## src/hw/pfw_consts.svh

```systemverilog
// offsets, field positions, reset values and timing counts of the fault state logic
`ifndef PFW_CONSTS_SVH
`define PFW_CONSTS_SVH
`define PFW_ADDR_W 8
`define PFW_OFF_CTRL 8'h00
`define PFW_OFF_STATUS 8'h04
`define PFW_CTRL_LPOFF_BIT 0
`define PFW_CTRL_OV_EN_BIT 1
`define PFW_CTRL_OV_SDWN_BIT 2
`define PFW_CTRL_DBNC_LSB 3
`define PFW_CTRL_LIMIT_LSB 8
`define PFW_STAT_FLAGS_LSB 0
`define PFW_STAT_OV_IRQ_BIT 4
`define PFW_STAT_CNT_LSB 8
`define PFW_STAT_STATE_LSB 16
`define PFW_FLAG_PU 0
`define PFW_FLAG_WD 1
`define PFW_FLAG_REG 2
`define PFW_FLAG_TSD 3
`define PFW_LIMIT_RST 4'hF
`define PFW_DBNC_RST 2'h0
`define PFW_CLK_MHZ 10
`define PFW_T_BIAS_MAX_US 1500
`define PFW_T_FIRST_MAX_US 100
`define PFW_T_DBNC0_US 10
`define PFW_T_DBNC1_US 100
`define PFW_T_DBNC2_US 1000
`endif

```

## src/hw/pfw_pkg.sv

```systemverilog
// types of the fault state logic
package pfw_pkg;
	typedef enum logic [10:0] {
		ST_UNPWR = 11'h001,
		ST_BACKUP = 11'h002,
		ST_FUSELOAD = 11'h004,
		ST_LPOFF = 11'h008,
		ST_QPUOFF = 11'h010,
		ST_SELFTEST = 11'h020,
		ST_PWRUP = 11'h040,
		ST_RUN = 11'h080,
		ST_WDRESET = 11'h100,
		ST_PWRDN = 11'h200,
		ST_FAULT = 11'h400
	} pfw_state_e;
	typedef enum logic [2:0] {
		RSN_OFF = 3'h1,
		RSN_FAULT = 3'h2,
		RSN_RESTART = 3'h4
	} pfw_reason_e;
endpackage : pfw_pkg
```

## src/hw/pfw_fault_sm.sv

```systemverilog
// fault, watchdog and startup state logic of the power controller
`include "pfw_consts.svh"
`timescale 1ns/10ps
`default_nettype none
module pfw_fault_sm #(
	parameter int BIAS_MAX_CYC = `PFW_T_BIAS_MAX_US * `PFW_CLK_MHZ,
	parameter int DBNC_LONG_CYC = `PFW_T_DBNC2_US * `PFW_CLK_MHZ
) (
	input wire logic ref_clk_i,
	input wire logic rstn_i,
	input wire logic [`PFW_ADDR_W-1:0] addr_i,
	input wire logic [31:0] wr_data_i,
	input wire logic wr_i,
	input wire logic rd_i,
	output logic [31:0] rd_data_o,
	input wire logic input_detect_threshold_i,
	input wire logic backup_cell_input_i,
	input wire logic power_on_pin_i,
	input wire logic watchdog_input_pin_i,
	input wire logic input_overvoltage_event_i,
	input wire logic thermal_shutdown_i,
	input wire logic wd_expire_i,
	input wire logic selftest_done_i,
	input wire logic powerup_fail_i,
	input wire logic regulator_fault_i,
	input wire logic turnoff_request_i,
	input wire logic powerup_seq_done_i,
	input wire logic powerdown_seq_done_i,
	input wire logic fuse_overvoltage_monitor_enable_i,
	input wire logic fuse_overvoltage_shutdown_select_i,
	input wire logic [1:0] fuse_overvoltage_debounce_select_i,
	input wire logic [1:0] fuse_backup_voltage_select_i,
	input wire logic fuse_power_on_pin_mode_i,
	output logic regulators_en_o,
	output logic backup_regulator_en_o,
	output logic core_bias_en_o,
	output logic host_reset_output_n_o,
	output logic overvoltage_irq_o
);
	localparam int FIRST_MAX_CYC = `PFW_T_FIRST_MAX_US * `PFW_CLK_MHZ;

	function automatic logic [15:0] dbnc_cycles(input logic [1:0] code);
		case (code)
			2'h0: dbnc_cycles = 16'(`PFW_T_DBNC0_US * `PFW_CLK_MHZ);
			2'h1: dbnc_cycles = 16'(`PFW_T_DBNC1_US * `PFW_CLK_MHZ);
			default: dbnc_cycles = 16'(DBNC_LONG_CYC);
		endcase
	endfunction : dbnc_cycles

	// pin synchroniser: three stages, a change counts once stages 2 and 3 agree
	logic [5:0] pin_s1_reg, pin_s2_reg, pin_s3_reg, pin_reg;
	wire [5:0] pin_raw = {thermal_shutdown_i, input_overvoltage_event_i, watchdog_input_pin_i,
		power_on_pin_i, backup_cell_input_i, input_detect_threshold_i};
	wire [5:0] pin_next = (pin_s2_reg & pin_s3_reg) | (pin_reg & (pin_s2_reg | pin_s3_reg));
	always_ff @(posedge ref_clk_i or negedge rstn_i)
	begin
		if (!rstn_i)
		begin
			pin_s1_reg <= 6'h00;
			pin_s2_reg <= 6'h00;
			pin_s3_reg <= 6'h00;
			pin_reg <= 6'h00;
		end
		else
		begin
			pin_s1_reg <= pin_raw;
			pin_s2_reg <= pin_s1_reg;
			pin_s3_reg <= pin_s2_reg;
			pin_reg <= pin_next;
		end
	end
	wire vin_ok = pin_reg[0];
	wire cell_ok = pin_reg[1];
	wire power_on_pin = pin_reg[2];
	wire wdpin = pin_reg[3];
	wire ov_raw = pin_reg[4];
	wire tsd = pin_reg[5];

	pfw_pkg::pfw_state_e state_reg, state_next;
	pfw_pkg::pfw_reason_e reason_reg, reason_next;
	logic [3:0] pend_src_reg, pend_src_next;
	logic [3:0] flags_reg, flags_next;
	logic [3:0] wd_cnt_reg, wd_cnt_next;
	logic [3:0] wd_limit_reg;
	logic lpoff_sel_reg, ov_en_reg, ov_sdwn_reg;
	logic [1:0] dbnc_reg;
	logic fuse_ov_en_reg, fuse_ov_sdwn_reg, fuse_pon_mode_reg;
	logic [1:0] fuse_dbnc_reg;
	logic clr_ok_reg, ov_irq_reg, power_on_pin_q_reg, wdpin_q_reg;
	logic [15:0] dbnc_cnt_reg, bias_cnt_reg;

	// bus decode
	wire wr_ctrl = wr_i && (addr_i == `PFW_OFF_CTRL);
	wire wr_stat = wr_i && (addr_i == `PFW_OFF_STATUS);
	wire rd_ctrl = rd_i && (addr_i == `PFW_OFF_CTRL);
	wire rd_stat = rd_i && (addr_i == `PFW_OFF_STATUS);
	wire [31:0] ctrl_word = {20'h00000, wd_limit_reg, 3'h0, dbnc_reg, ov_sdwn_reg, ov_en_reg, lpoff_sel_reg};
	wire [31:0] stat_word = {5'h00, state_reg, 4'h0, wd_cnt_reg, 3'h0, ov_irq_reg, flags_reg};
	wire [31:0] rd_next = rd_ctrl ? ctrl_word : (rd_stat ? stat_word : 32'h00000000);

	// overvoltage debounce; a dropout restarts the count
	wire [15:0] dbnc_lim = dbnc_cycles(dbnc_reg);
	wire ov_active = ov_raw && ov_en_reg;
	wire ov_det = ov_active && (dbnc_cnt_reg == dbnc_lim);
	wire [15:0] dbnc_cnt_next = !ov_active ? 16'h0000 : (ov_det ? dbnc_cnt_reg : dbnc_cnt_reg + 16'h0001);

	// power-up event and watchdog triggers
	wire pon_evt = fuse_pon_mode_reg ? (power_on_pin_q_reg && !power_on_pin) : power_on_pin;
	wire ov_block = ov_det && fuse_ov_sdwn_reg;
	wire pon_valid = pon_evt && !tsd && !ov_block;
	wire wd_hit = (wdpin != wdpin_q_reg) || wd_expire_i;
	wire [3:0] wd_cnt_inc = wd_cnt_reg + 4'h1;
	wire bias_late = (bias_cnt_reg >= 16'(BIAS_MAX_CYC));
	wire cell_mode = cell_ok && (fuse_backup_voltage_select_i != 2'h0);
	wire in_off = (state_reg == pfw_pkg::ST_LPOFF) || (state_reg == pfw_pkg::ST_QPUOFF);
	wire flag_clr_en = clr_ok_reg && wr_stat;
	wire [3:0] flag_clr = flag_clr_en ? wr_data_i[3:0] : 4'h0;

	always_comb
	begin
		state_next = state_reg;
		reason_next = reason_reg;
		pend_src_next = pend_src_reg;
		wd_cnt_next = wd_cnt_reg;
		flags_next = flags_reg & ~flag_clr;
		if (!vin_ok)
		begin
			state_next = cell_mode ? pfw_pkg::ST_BACKUP : pfw_pkg::ST_UNPWR;
			flags_next = 4'h0;
			wd_cnt_next = 4'h0;
		end
		else
		begin
			case (state_reg)
				pfw_pkg::ST_UNPWR, pfw_pkg::ST_BACKUP:
					state_next = pfw_pkg::ST_FUSELOAD;
				pfw_pkg::ST_FUSELOAD:
					state_next = pfw_pkg::ST_LPOFF;
				pfw_pkg::ST_LPOFF, pfw_pkg::ST_QPUOFF:
				begin
					if (pon_valid)
						state_next = pfw_pkg::ST_SELFTEST;
					else if (lpoff_sel_reg)
						state_next = pfw_pkg::ST_QPUOFF;
					else
						state_next = pfw_pkg::ST_LPOFF;
				end
				pfw_pkg::ST_SELFTEST:
				begin
					if (bias_late)
					begin
						state_next = pfw_pkg::ST_PWRDN;
						reason_next = pfw_pkg::RSN_FAULT;
						pend_src_next = 4'h1 << `PFW_FLAG_PU;
					end
					else if (selftest_done_i)
						state_next = pfw_pkg::ST_PWRUP;
				end
				pfw_pkg::ST_PWRUP:
				begin
					if (powerup_fail_i)
					begin
						state_next = pfw_pkg::ST_PWRDN;
						reason_next = pfw_pkg::RSN_FAULT;
						pend_src_next = 4'h1 << `PFW_FLAG_PU;
					end
					else if (ov_block)
					begin
						state_next = pfw_pkg::ST_PWRDN;
						reason_next = pfw_pkg::RSN_OFF;
					end
					else if (powerup_seq_done_i)
						state_next = pfw_pkg::ST_RUN;
				end
				pfw_pkg::ST_RUN:
				begin
					if (tsd || regulator_fault_i)
					begin
						state_next = pfw_pkg::ST_PWRDN;
						reason_next = pfw_pkg::RSN_FAULT;
						pend_src_next = tsd ? (4'h1 << `PFW_FLAG_TSD) : (4'h1 << `PFW_FLAG_REG);
					end
					else if (turnoff_request_i || (ov_det && ov_sdwn_reg))
					begin
						state_next = pfw_pkg::ST_PWRDN;
						reason_next = pfw_pkg::RSN_OFF;
					end
					else if (wd_hit)
						state_next = pfw_pkg::ST_WDRESET;
				end
				pfw_pkg::ST_WDRESET:
				begin
					wd_cnt_next = wd_cnt_inc;
					state_next = pfw_pkg::ST_PWRDN;
					if (wd_cnt_inc == wd_limit_reg)
					begin
						reason_next = pfw_pkg::RSN_FAULT;
						pend_src_next = 4'h1 << `PFW_FLAG_WD;
					end
					else
						reason_next = pfw_pkg::RSN_RESTART;
				end
				pfw_pkg::ST_PWRDN:
				begin
					if (powerdown_seq_done_i)
					begin
						if (reason_reg == pfw_pkg::RSN_FAULT)
							state_next = pfw_pkg::ST_FAULT;
						else if (reason_reg == pfw_pkg::RSN_RESTART)
							state_next = pfw_pkg::ST_SELFTEST;
						else
							state_next = lpoff_sel_reg ? pfw_pkg::ST_QPUOFF : pfw_pkg::ST_LPOFF;
					end
				end
				pfw_pkg::ST_FAULT:
				begin
					flags_next = (flags_reg & ~flag_clr) | pend_src_next;
					state_next = lpoff_sel_reg ? pfw_pkg::ST_QPUOFF : pfw_pkg::ST_LPOFF;
				end
				default:
					state_next = pfw_pkg::ST_UNPWR;
			endcase
		end
	end

	wire load_fuse = (state_reg == pfw_pkg::ST_FUSELOAD);
	wire load_func = in_off && (state_next == pfw_pkg::ST_SELFTEST);
	wire ov_irq_set = ov_det && !ov_sdwn_reg && ((state_reg == pfw_pkg::ST_RUN) || (state_reg == pfw_pkg::ST_PWRUP));
	wire ov_irq_next = ov_irq_set || (ov_irq_reg && !(wr_stat && wr_data_i[`PFW_STAT_OV_IRQ_BIT]));
	wire bias_run = (state_next == pfw_pkg::ST_SELFTEST) && (state_reg != pfw_pkg::ST_PWRDN);
	wire [15:0] bias_cnt_next = (state_reg == pfw_pkg::ST_FUSELOAD) ? 16'h0000 :
		((bias_run && !bias_late) ? bias_cnt_reg + 16'h0001 : bias_cnt_reg);

	always_ff @(posedge ref_clk_i or negedge rstn_i)
	begin
		if (!rstn_i)
		begin
			state_reg <= pfw_pkg::ST_UNPWR;
			reason_reg <= pfw_pkg::RSN_OFF;
			pend_src_reg <= 4'h0;
			flags_reg <= 4'h0;
			wd_cnt_reg <= 4'h0;
			ov_irq_reg <= 1'b0;
			dbnc_cnt_reg <= 16'h0000;
			bias_cnt_reg <= 16'h0000;
			power_on_pin_q_reg <= 1'b0;
			wdpin_q_reg <= 1'b0;
			rd_data_o <= 32'h00000000;
		end
		else
		begin
			state_reg <= state_next;
			reason_reg <= reason_next;
			pend_src_reg <= pend_src_next;
			flags_reg <= flags_next;
			wd_cnt_reg <= wd_cnt_next;
			ov_irq_reg <= ov_irq_next;
			dbnc_cnt_reg <= dbnc_cnt_next;
			bias_cnt_reg <= bias_cnt_next;
			power_on_pin_q_reg <= power_on_pin;
			wdpin_q_reg <= wdpin;
			rd_data_o <= rd_next;
		end
	end

	// fuse mirrors and functional settings; a fuse copy waits for the rising crossing
	always_ff @(posedge ref_clk_i or negedge rstn_i)
	begin
		if (!rstn_i)
		begin
			fuse_ov_en_reg <= 1'b0;
			fuse_ov_sdwn_reg <= 1'b0;
			fuse_dbnc_reg <= `PFW_DBNC_RST;
			fuse_pon_mode_reg <= 1'b0;
			lpoff_sel_reg <= 1'b0;
			ov_en_reg <= 1'b0;
			ov_sdwn_reg <= 1'b0;
			dbnc_reg <= `PFW_DBNC_RST;
			wd_limit_reg <= `PFW_LIMIT_RST;
			clr_ok_reg <= 1'b0;
		end
		else
		begin
			if (load_fuse)
			begin
				fuse_ov_en_reg <= fuse_overvoltage_monitor_enable_i;
				fuse_ov_sdwn_reg <= fuse_overvoltage_shutdown_select_i;
				fuse_dbnc_reg <= fuse_overvoltage_debounce_select_i;
				fuse_pon_mode_reg <= fuse_power_on_pin_mode_i;
				lpoff_sel_reg <= 1'b0;
			end
			else if (wr_ctrl)
				lpoff_sel_reg <= wr_data_i[`PFW_CTRL_LPOFF_BIT];
			if (load_func)
			begin
				ov_en_reg <= fuse_ov_en_reg;
				ov_sdwn_reg <= fuse_ov_sdwn_reg;
				dbnc_reg <= fuse_dbnc_reg;
			end
			else if (wr_ctrl)
			begin
				ov_en_reg <= wr_data_i[`PFW_CTRL_OV_EN_BIT];
				ov_sdwn_reg <= wr_data_i[`PFW_CTRL_OV_SDWN_BIT];
				dbnc_reg <= wr_data_i[`PFW_CTRL_DBNC_LSB +: 2];
			end
			if (wr_ctrl)
				wd_limit_reg <= wr_data_i[`PFW_CTRL_LIMIT_LSB +: 4];
			if (state_next == pfw_pkg::ST_FAULT)
				clr_ok_reg <= 1'b0;
			else if (state_reg == pfw_pkg::ST_PWRUP && state_next == pfw_pkg::ST_RUN)
				clr_ok_reg <= 1'b1;
		end
	end

	// pin-level outputs follow the next state, the irq output the next irq flag, so they stay flop-driven
	always_ff @(posedge ref_clk_i or negedge rstn_i)
	begin
		if (!rstn_i)
		begin
			regulators_en_o <= 1'b0;
			backup_regulator_en_o <= 1'b0;
			core_bias_en_o <= 1'b0;
			host_reset_output_n_o <= 1'b0;
			overvoltage_irq_o <= 1'b0;
		end
		else
		begin
			regulators_en_o <= (state_next == pfw_pkg::ST_PWRUP) || (state_next == pfw_pkg::ST_RUN)
				|| (state_next == pfw_pkg::ST_WDRESET);
			backup_regulator_en_o <= (state_next != pfw_pkg::ST_UNPWR) &&
				((state_next != pfw_pkg::ST_BACKUP) || cell_mode);
			core_bias_en_o <= (state_next == pfw_pkg::ST_SELFTEST) || (state_next == pfw_pkg::ST_PWRUP)
				|| (state_next == pfw_pkg::ST_RUN) || (state_next == pfw_pkg::ST_QPUOFF);
			host_reset_output_n_o <= (state_next == pfw_pkg::ST_RUN);
			overvoltage_irq_o <= ov_irq_next;
		end
	end

	// checks
	localparam int FIRST_BOUND = FIRST_MAX_CYC;
	AST_WD_COUNT: assert property (@(posedge ref_clk_i) disable iff (!rstn_i)
		(state_reg == pfw_pkg::ST_WDRESET && vin_ok) |=> (wd_cnt_reg == $past(wd_cnt_reg) + 4'h1))
		else $error("watchdog counter did not step");
	AST_WD_MAX: assert property (@(posedge ref_clk_i) disable iff (!rstn_i)
		(state_reg == pfw_pkg::ST_WDRESET && vin_ok && wd_cnt_inc == wd_limit_reg)
		|=> (reason_reg == pfw_pkg::RSN_FAULT && pend_src_reg == 4'h2 && !regulators_en_o))
		else $error("cyclic watchdog failure not taken");
	AST_WD_RESTART: assert property (@(posedge ref_clk_i) disable iff (!rstn_i)
		(state_reg == pfw_pkg::ST_WDRESET && vin_ok && wd_cnt_inc != wd_limit_reg)
		|=> (reason_reg == pfw_pkg::RSN_RESTART && !host_reset_output_n_o))
		else $error("hard watchdog reset not taken");
	AST_PDN_OFF: assert property (@(posedge ref_clk_i) disable iff (!rstn_i)
		(state_reg == pfw_pkg::ST_PWRDN && vin_ok && powerdown_seq_done_i && reason_reg == pfw_pkg::RSN_OFF)
		|=> in_off)
		else $error("non-fault turn-off did not reach off mode");
	AST_PDN_FAULT: assert property (@(posedge ref_clk_i) disable iff (!rstn_i)
		(state_reg == pfw_pkg::ST_PWRDN && vin_ok && powerdown_seq_done_i && reason_reg == pfw_pkg::RSN_FAULT)
		|=> ##1 (flags_reg != 4'h0))
		else $error("fault turn-off did not set a flag");
	AST_ONE_FLAG: assert property (@(posedge ref_clk_i) disable iff (!rstn_i)
		(state_reg == pfw_pkg::ST_FAULT && vin_ok) |-> $onehot(pend_src_reg))
		else $error("fault source not exactly one");
	AST_FLAG_HOLD: assert property (@(posedge ref_clk_i) disable iff (!rstn_i)
		(vin_ok && !clr_ok_reg && flags_reg != 4'h0) |=> (flags_reg >= $past(flags_reg) || !vin_ok))
		else $error("fault flags lost while input present");
	AST_OV_SDWN: assert property (@(posedge ref_clk_i) disable iff (!rstn_i)
		(state_reg == pfw_pkg::ST_RUN && vin_ok && ov_det && ov_sdwn_reg && !tsd && !regulator_fault_i)
		|=> (state_reg == pfw_pkg::ST_PWRDN) ##1 !regulators_en_o)
		else $error("overvoltage shutdown not started");
	AST_FIRST_SLOT: assert property (@(posedge ref_clk_i) disable iff (!rstn_i)
		(state_reg == pfw_pkg::ST_SELFTEST && selftest_done_i && vin_ok && !bias_late)
		|-> ##[1:FIRST_BOUND] regulators_en_o)
		else $error("first slot late after self-test");
	AST_LPOFF_CLR: assert property (@(posedge ref_clk_i) disable iff (!rstn_i)
		(state_reg == pfw_pkg::ST_FUSELOAD) |=> (!lpoff_sel_reg && state_reg != pfw_pkg::ST_QPUOFF))
		else $error("low-power-off select not cleared");
	COV_RUN: cover property (@(posedge ref_clk_i) disable iff (!rstn_i)
		state_reg == pfw_pkg::ST_PWRUP ##1 state_reg == pfw_pkg::ST_RUN);
	COV_WATCHDOG_FAILURE_FLAG: cover property (@(posedge ref_clk_i) disable iff (!rstn_i)
		flags_reg[`PFW_FLAG_WD] && !$past(flags_reg[`PFW_FLAG_WD]));
	COV_BACKUP: cover property (@(posedge ref_clk_i) disable iff (!rstn_i)
		state_reg == pfw_pkg::ST_BACKUP && backup_regulator_en_o);
	COV_OV_IRQ: cover property (@(posedge ref_clk_i) disable iff (!rstn_i) $rose(overvoltage_irq_o));
endmodule : pfw_fault_sm
`default_nettype wire

```

## config.mk

```make
export PLATFORM = sky130hd
export DESIGN_NAME = pfw_fault_sm
export DESIGN_NICKNAME = d
export VERILOG_FILES = /design/src/hw/pfw_pkg.sv /design/src/hw/pfw_fault_sm.sv
export VERILOG_INCLUDE_DIRS = /design/src /design/src/hw
export SDC_FILE = /design/constraint.sdc
export NUM_CORES = 1
export LEC_CHECK = 0
export BUFFER_PORTS_ARGS = -buffer_cell sky130_fd_sc_hd__buf_2
export CORE_ASPECT_RATIO = 1.5
export CORE_MARGIN = 2
export CORE_UTILIZATION = 35
export DETAILED_ROUTE_END_ITERATION = 8
export SLEW_MARGIN = 20
export SYNTH_ARGS = -nofsm -noshare
export SYNTH_HDL_FRONTEND = slang
export SYNTH_SLANG_ARGS = --single-unit
```

## constraint.sdc

```tcl
create_clock -name ref_clk_i -period 8.1 [get_ports ref_clk_i]
set_input_delay 0.405 -clock ref_clk_i [delete_from_list [all_inputs] [get_ports ref_clk_i]]
set_output_delay 0.405 -clock ref_clk_i [all_outputs]
set_load 0.05 [all_outputs]
```

==> results of run 1 <==
-- cells by family after synthesis --
logic type / synth area share
fa+ha+maj: 0.0210
other cells: 0.000641
xor+xnor: 0.0419
mux: 0.0593
flops: 0.532
buf+inv: 0.0464
compound gates: 0.0913
simple gates: 0.208
-- cell type report --
cell class              instances  area (um2)
repair buffers                 67         343
inverters                      21        78.8
well taps                     206         258
clock buffers                  20         467
fillers                      1587        9340
flip-flops and latches        124        3110
clock inverters                12         135
multi-input cells             386        2530
-- power by group through the flow --
stage	logic, mW	registers [mW]	clock network (mW)
2_1_floorplan	0.134	0.708	0
3_3_place_gp	0.186	0.714	0
3_5_place_dp	0.191	0.716	0
4_1_cts	0.191	0.706	0.774
5_1_grt	0.209	0.714	0.800
6_report	0.190	0.707	0.753
-- path summary, 6_finish.rpt --
kind                                              start                            to  slack [ns]
worst max-delay path             state_reg[5]$_DFF_PN0_  bias_cnt_reg[11]$_DFFE_PN0P_        4.73
worst min-delay path                             rstn_i       rd_data_o[19]$_DFF_PN0_        0.04
worst max register to register   state_reg[5]$_DFF_PN0_  bias_cnt_reg[11]$_DFFE_PN0P_        4.73
worst min register to register  pin_s1_reg[0]$_DFF_PN0_       pin_s2_reg[0]$_DFF_PN0_        0.35
max in group asynchronous                        rstn_i        rd_data_o[9]$_DFF_PN0_        6.73
min in group ref_clk_i               thermal_shutdown_i       pin_s1_reg[5]$_DFF_PN0_        0.10
-- worst max-delay path: cells and delay by family (launching register included) --
family          cells  cell delay (ns)
compound gates      3             1.22
simple gates        3             1.54
flops               1             0.52
-- synth_stat cells, drive strengths merged (3+ instances only) --
| library cell | instances |
|---|---|
| nand2b | 11 |
| o21a | 5 |
| and2 | 6 |
| xnor2 | 13 |
| nand2 | 44 |
| o21ai | 10 |
| nor4b | 7 |
| clkbuf | 13 |
| and3 | 17 |
| mux2 | 13 |
| nor4 | 11 |
| nor3b | 6 |
| or4 | 8 |
| dfrtp | 118 |
| o211ai | 7 |
| maj3 | 6 |
| or4b | 3 |
| mux2i | 20 |
| ha | 5 |
| buf | 21 |
| inv | 21 |
| nor2 | 51 |
| o31ai | 8 |
| nand3b | 4 |
| xor2 | 15 |
| or3 | 7 |
| a211oi | 3 |
| nand4 | 9 |
| nand3 | 14 |
| nor3 | 13 |
| a21oi | 26 |
| dfstp | 6 |
-- routing by layer --
layer,GRT usage,vias up,wire length (um)
met5,0,-,0
met1,0.192,2151,5520
met3,0.0380,30,627
met2,0.289,135,7380
li1,-,2079,-
met4,0.0967,0,556
-- through the flow --
| stage | total power, mW | utilization | area (um2) | hold WS, ns | setup slack, ns |
|---|---|---|---|---|---|
| after floorplan | 0.842 | - | 5890 | 0.109 | 5.44 |
| after global placement | 0.899 | 0.388 | 6310 | 0.332 | 4.82 |
| after detailed placement | 0.906 | 0.388 | 6310 | 0.335 | 4.73 |
| after CTS | 1.67 | 0.425 | 6910 | 0.0571 | 4.71 |
| after global routing | 1.72 | 0.426 | 6920 | 0.0766 | 4.52 |
| final | 1.65 | 0.426 | 6920 | 0.0415 | 4.73 |
==> flow_metrics.env, run 1 <==
export IMPL_cap_violations=0
export IMPL_initial_core_util=0.360
export IMPL_die_height_um=162
export IMPL_setup_violations_final=0
export IMPL_worstSetupEndpointType="register"
export IMPL_period_share=0.416
export IMPL_synth_top_cell_area_share=0.505
export IMPL_vias_per_cell=5.26
export IMPL_leakage_nw=3.16
export IMPL_drv_slew=0
export IMPL_p_sw_uw=443
export IMPL_rows=57
export IMPL_worstRegToRegCells=6
export IMPL_clk_path_buf_depth=2
export IMPL_swShare=0.268
export IMPL_synth_top_area_cell="dfrtp_1"
export IMPL_diodes=0
export IMPL_drc=0
export IMPL_detail_route_antenna_nets=0
export IMPL_cp_slowest_cell="or4_1"
export IMPL_slowest_delay_ns=0.60
export IMPL_path_clk_slew_ns=0.06
export IMPL_p_int_mw=1.21
export IMPL_grt_max_degree=70
export IMPL_status="complete, no violations"
export IMPL_io_buffers=65
export IMPL_largest_register_ffs=20
export IMPL_grt_antenna_before_repair=0
export IMPL_skew_ns=0.00947
export IMPL_die_area_um2=17800
export IMPL_coreArea_um2=16300
export IMPL_synth_cell_types=65
export IMPL_critPathLaunchType="register"
export IMPL_grt_pass1_wl_mm=22.9
export IMPL_grtUsageTotal=0.170
export IMPL_tns_ns=0
export IMPL_seqPwrFrac=0.428
export IMPL_cp_required_ns=8.42
export IMPL_final_cell_mix="dfrtp_1 (118), buf_2 (64), nor2_1 (51), nand2_1 (44), a21oi_1 (26)"
export IMPL_final_hold_viol_count=0
export IMPL_synth_area_leaders="dfrtp_1 (50%), mux2i_1 (3.4%), nor2_1 (3.3%)"
export IMPL_arrival_ns=3.69
export IMPL_rsz0062_at_grt="false"
export IMPL_cts_buffers=17
export IMPL_fp_dieW_um=110
export IMPL_dpl_hpwl_mm=10.2
export IMPL_netlist_area_um2=5850
export IMPL_worstMarginPinSlew_ns=0.970
export IMPL_ys_seq_elements=124
export IMPL_synth_ff_type="dfrtp_1"
export IMPL_syn_mean_instance_area_um2=10.6
export IMPL_fmax_mhz=297
export IMPL_place_congestion=0.879
export IMPL_cts_setup_buffers=0
export IMPL_ir_drop_v=0.000122
export IMPL_power_frac_clock=0.456
export IMPL_layout_min_cycle_time_ns=3.37
export IMPL_wl_per_cell_um=16.8
export IMPL_cts_tree="done"
export IMPL_overflow=0
export IMPL_p_comb_frac=0.115
export IMPL_path_max_fanout=14
export IMPL_nNetsFinal=686
export IMPL_pin_count=101
export IMPL_instances_no_fill=836
export IMPL_cts_hold_buf=0
export IMPL_synth_edf_count=0
export IMPL_critical_path_class="register to register"
export IMPL_async_reset_ff_frac=1.00
export IMPL_firstDrtPassIters=5
export IMPL_drive_gt1_frac=0.208
export IMPL_ys_seq_area_frac=0.532
export IMPL_yosys_warnings=0
export IMPL_timing_slew_headroom=0.351
export IMPL_cp_cell_sequence="or3_1 > or3_1 > a21oi_1 > o211ai_1 > or4_1 > a21oi_1"
export IMPL_insertion_delay_ns=0.41
export IMPL_drt_initial_drc_count=272
export IMPL_postSynthCellCount=554
export IMPL_syn2layout_area_growth_pct=18.4
export IMPL_hold_path_class="input pin to asynchronous set/reset pin"
export IMPL_layout_commonest_cell="dfrtp_1"
export IMPL_p_per_area_nw_per_um2=238
export IMPL_place_inst=804
export IMPL_routed_wl_mm=14.1
export IMPL_num_vias=4395
export IMPL_cts_resized_gates=0
export IMPL_cts_sinks=124
export IMPL_first_global_vias=4517
export IMPL_htree_levels=4
export IMPL_root_buffer="clkbuf_16"
Note: power is estimated with default switching activity, not from simulation.
==> run 2, diff against run 1 <==
--- a/config.mk
+++ b/config.mk
@@ -6,6 +6,7 @@
 export SDC_FILE = /design/constraint.sdc
 export NUM_CORES = 1
 export LEC_CHECK = 0
+export ABC_AREA = 1
 export BUFFER_PORTS_ARGS = -buffer_cell sky130_fd_sc_hd__buf_2
 export CORE_ASPECT_RATIO = 1.5
 export CORE_MARGIN = 2
==> constraint.sdc (replaced) <==
create_clock -name ref_clk_i -period 3.5 [get_ports ref_clk_i]
set_input_delay 0.175 -clock ref_clk_i [delete_from_list [all_inputs] [get_ports ref_clk_i]]
set_output_delay 0.175 -clock ref_clk_i [all_outputs]
set_load 0.05 [all_outputs]
==> run 2 against run 1 <==
  * Count of clock-buffer cells in the layout is 3 lower
  * Design area increased by 7.3%
  * Die area grew 4.6%
  * Global-route usage increased by 0.052 points
  * Fmax rose by 40%
  * Critical path type unchanged
  * Largest power group unchanged
==> flow_metrics.env, run 2 <==
export IMPL_netlist_area_um2=6130
export IMPL_detail_route_antenna_nets=0
export IMPL_final_cell_mix="nand2_1 (170), dfrtp_1 (118), inv_1 (94), nor2_1 (75), nand3_1 (67)"
export IMPL_worstSetupEndpointType="register"
export IMPL_postSynthCellCount=748
export IMPL_io_buffers=65
export IMPL_fp_dieW_um=112
export IMPL_final_setup_worst_slack_ns=1.09
export IMPL_worstMarginPinSlew_ns=0.744
export IMPL_cp_cell_sequence="inv_1 > nand3_2 > nor2_2 > nand2_1 > nand2_1 > nor2_2 > nand3_2 > nand2_4 > inv_2 > nand3_2 > inv_2 > nand2_1 > nand3_1"
export IMPL_instances_no_fill=1066
export IMPL_grt_pass1_wl_mm=25.0
export IMPL_wl_per_cell_um=14.2
export IMPL_place_worst_setup_slack_ns=1.14
export IMPL_ir_drop_v=0.000321
export IMPL_rsz0062_at_grt="false"
export IMPL_critPathLaunchType="register"
export IMPL_nNetsFinal=908
export IMPL_grt_antenna_before_repair=0
export IMPL_path_delay_family="simple AND/OR/NAND/NOR gates"
export IMPL_leakage_nw=3.74
export IMPL_drv_slew=0
export IMPL_finalPower_mw=3.84
export IMPL_synth_edf_count=0
export IMPL_syn_mean_instance_area_um2=8.19
export IMPL_cp_required_ns=3.85
export IMPL_coreArea_um2=17300
export IMPL_yosys_warnings=0
export IMPL_path_clk_slew_ns=0.06
export IMPL_root_buffer="clkbuf_16"
export IMPL_clk_path_buf_depth=2
export IMPL_path_max_fanout=11
export IMPL_layout_commonest_cell="nand2_1"
export IMPL_routed_wl_mm=15.2
export IMPL_synth_ff_type="dfrtp_1"
export IMPL_synth_top_area_cell="dfrtp_1"
export IMPL_ys_seq_area_frac=0.508
export IMPL_grt_max_degree=68
export IMPL_pin_count=101
export IMPL_skew_ns=0.00855
export IMPL_drive_gt1_frac=0.165
export IMPL_synthTopCellsByCount="nand2_1 (170), dfrtp_1 (118), inv_1 (94)"
export IMPL_synth_cell_types=44
export IMPL_final_hold_viol_count=0
export IMPL_dpl_hpwl_mm=11.3
export IMPL_status="complete, no violations"
export IMPL_hold_ws_ns=0.0182
export IMPL_async_reset_ff_frac=1.00
export IMPL_cts_buffers=17
export IMPL_cap_violations=0
export IMPL_cp_slowest_cell="dfrtp_1"
export IMPL_drc=0
export IMPL_synth_area_leaders="dfrtp_1 (48%), nand2_1 (10%), inv_1 (5.8%)"
export IMPL_tns_ns=0
export IMPL_layout_min_cycle_time_ns=2.41
export IMPL_final_area_um2=7430
export IMPL_synth_top_cell_area_share=0.482
export IMPL_timing_slew_headroom=0.504
export IMPL_grtUsageTotal=0.170
export IMPL_overflow=0
export IMPL_fmax_mhz=415
export IMPL_firstDrtPassIters=4
export IMPL_vias_per_cell=4.81
export IMPL_htree_levels=4
export IMPL_syn2layout_area_growth_pct=21.3
export IMPL_setup_violations_final=0
export IMPL_cts_sinks=124
export IMPL_arrival_ns=2.76
export IMPL_rows=59
export IMPL_place_congestion=0.908
export IMPL_drt_initial_drc_count=275
export IMPL_post_route_util=0.430
export IMPL_period_share=0.688
export IMPL_slowest_delay_ns=0.39
export IMPL_die_area_um2=18600
export IMPL_largest_register_ffs=20
export IMPL_num_vias=5123
export IMPL_synth_most_common_cell="nand2_1"
export IMPL_place_inst=1021
export IMPL_cts_tree="done"
export IMPL_hold_path_class="input pin to register"
export IMPL_critical_path_class="register to register"
export IMPL_die_height_um=166
export IMPL_insertion_delay_ns=0.42
export IMPL_first_global_vias=5109
export IMPL_initial_core_util=0.355
export IMPL_p_per_area_nw_per_um2=516
export IMPL_ys_seq_elements=124
export IMPL_crit_buf_inv=3
export IMPL_placed_area_um2=6670
[run 2: layout make-up]
class | instances | area (um2)
sequential | 124 | 3110
fill | 1758 | 9840
multi-input combinational | 510 | 2530
clock buffer | 17 | 425
clock inverter | 15 | 209
tap | 213 | 267
antenna | 1 | 2.50
timing repair buffer | 81 | 490
inverter | 105 | 397
[run 2: what timing repair did]
| action | 4_1_cts | 5_1_grt |
|---|---|---|
| endpoints found under the hold margin | 63 | 0 |
| hold buffers | 12 | 0 |
| resized for setup | 0 | 0 |
| buffers inserted | 0 | 0 |
[run 2: per-layer routing]
| layer | vias up | track usage | share of wire |
|---|---|---|---|
| li1 | 2577 | - | - |
| met1 | 2411 | 0.195 | 0.41 |
| met2 | 98 | 0.298 | 0.52 |
| met3 | 37 | 0.0376 | 0.030 |
| met4 | 0 | 0.0838 | 0.038 |
| met5 | - | 0 | 0 |
[run 2: cell families (layout without fill, tap and decap cells)]
| group | Yosys count | count (layout) | synth area share |
|---|---|---|---|
| and+or+nand+nor | 390 | 390 | 0.295 |
| buffers and inverters | 125 | 218 | 0.0864 |
| DFF | 124 | 124 | 0.508 |
| AOI/OAI and AO/OA | 84 | 84 | 0.0723 |
| xor gates and xnor gates | 13 | 13 | 0.0186 |
| adders and majority gates | 11 | 11 | 0.0200 |
| other | 1 | 13 | 0.000612 |
[run 2: worst min-delay path: stages]
cell and delay (ns):
buf_2 0.09, nor2_1 0.04, nor2_1 0.09
[run 2: report_power, final]
part,switching (mW),internal (mW)
clock network,0.689,1.20
registers,0.0641,1.51
logic,0.261,0.104
[run 2: final timing paths]
path                                                       start  depth (start not counted)                      endpoint  slack (ns)
max                                       state_reg[9]$_DFF_PN0_                         13       dbnc_reg[1]$_DFFE_PN0P_        1.09
min                        fuse_overvoltage_debounce_select_i[0]                          3  fuse_dbnc_reg[0]$_DFFE_PN0P_        0.02
max reg2reg                               state_reg[9]$_DFF_PN0_                         13       dbnc_reg[1]$_DFFE_PN0P_        1.09
min reg2reg                              pin_s1_reg[4]$_DFF_PN0_                          0       pin_s2_reg[4]$_DFF_PN0_        0.35
max in group asynchronous                                 rstn_i                          3        state_reg[0]$_DFF_PN1_        2.28
min in group asynchronous                                 rstn_i                          2       pin_s3_reg[4]$_DFF_PN0_        0.36
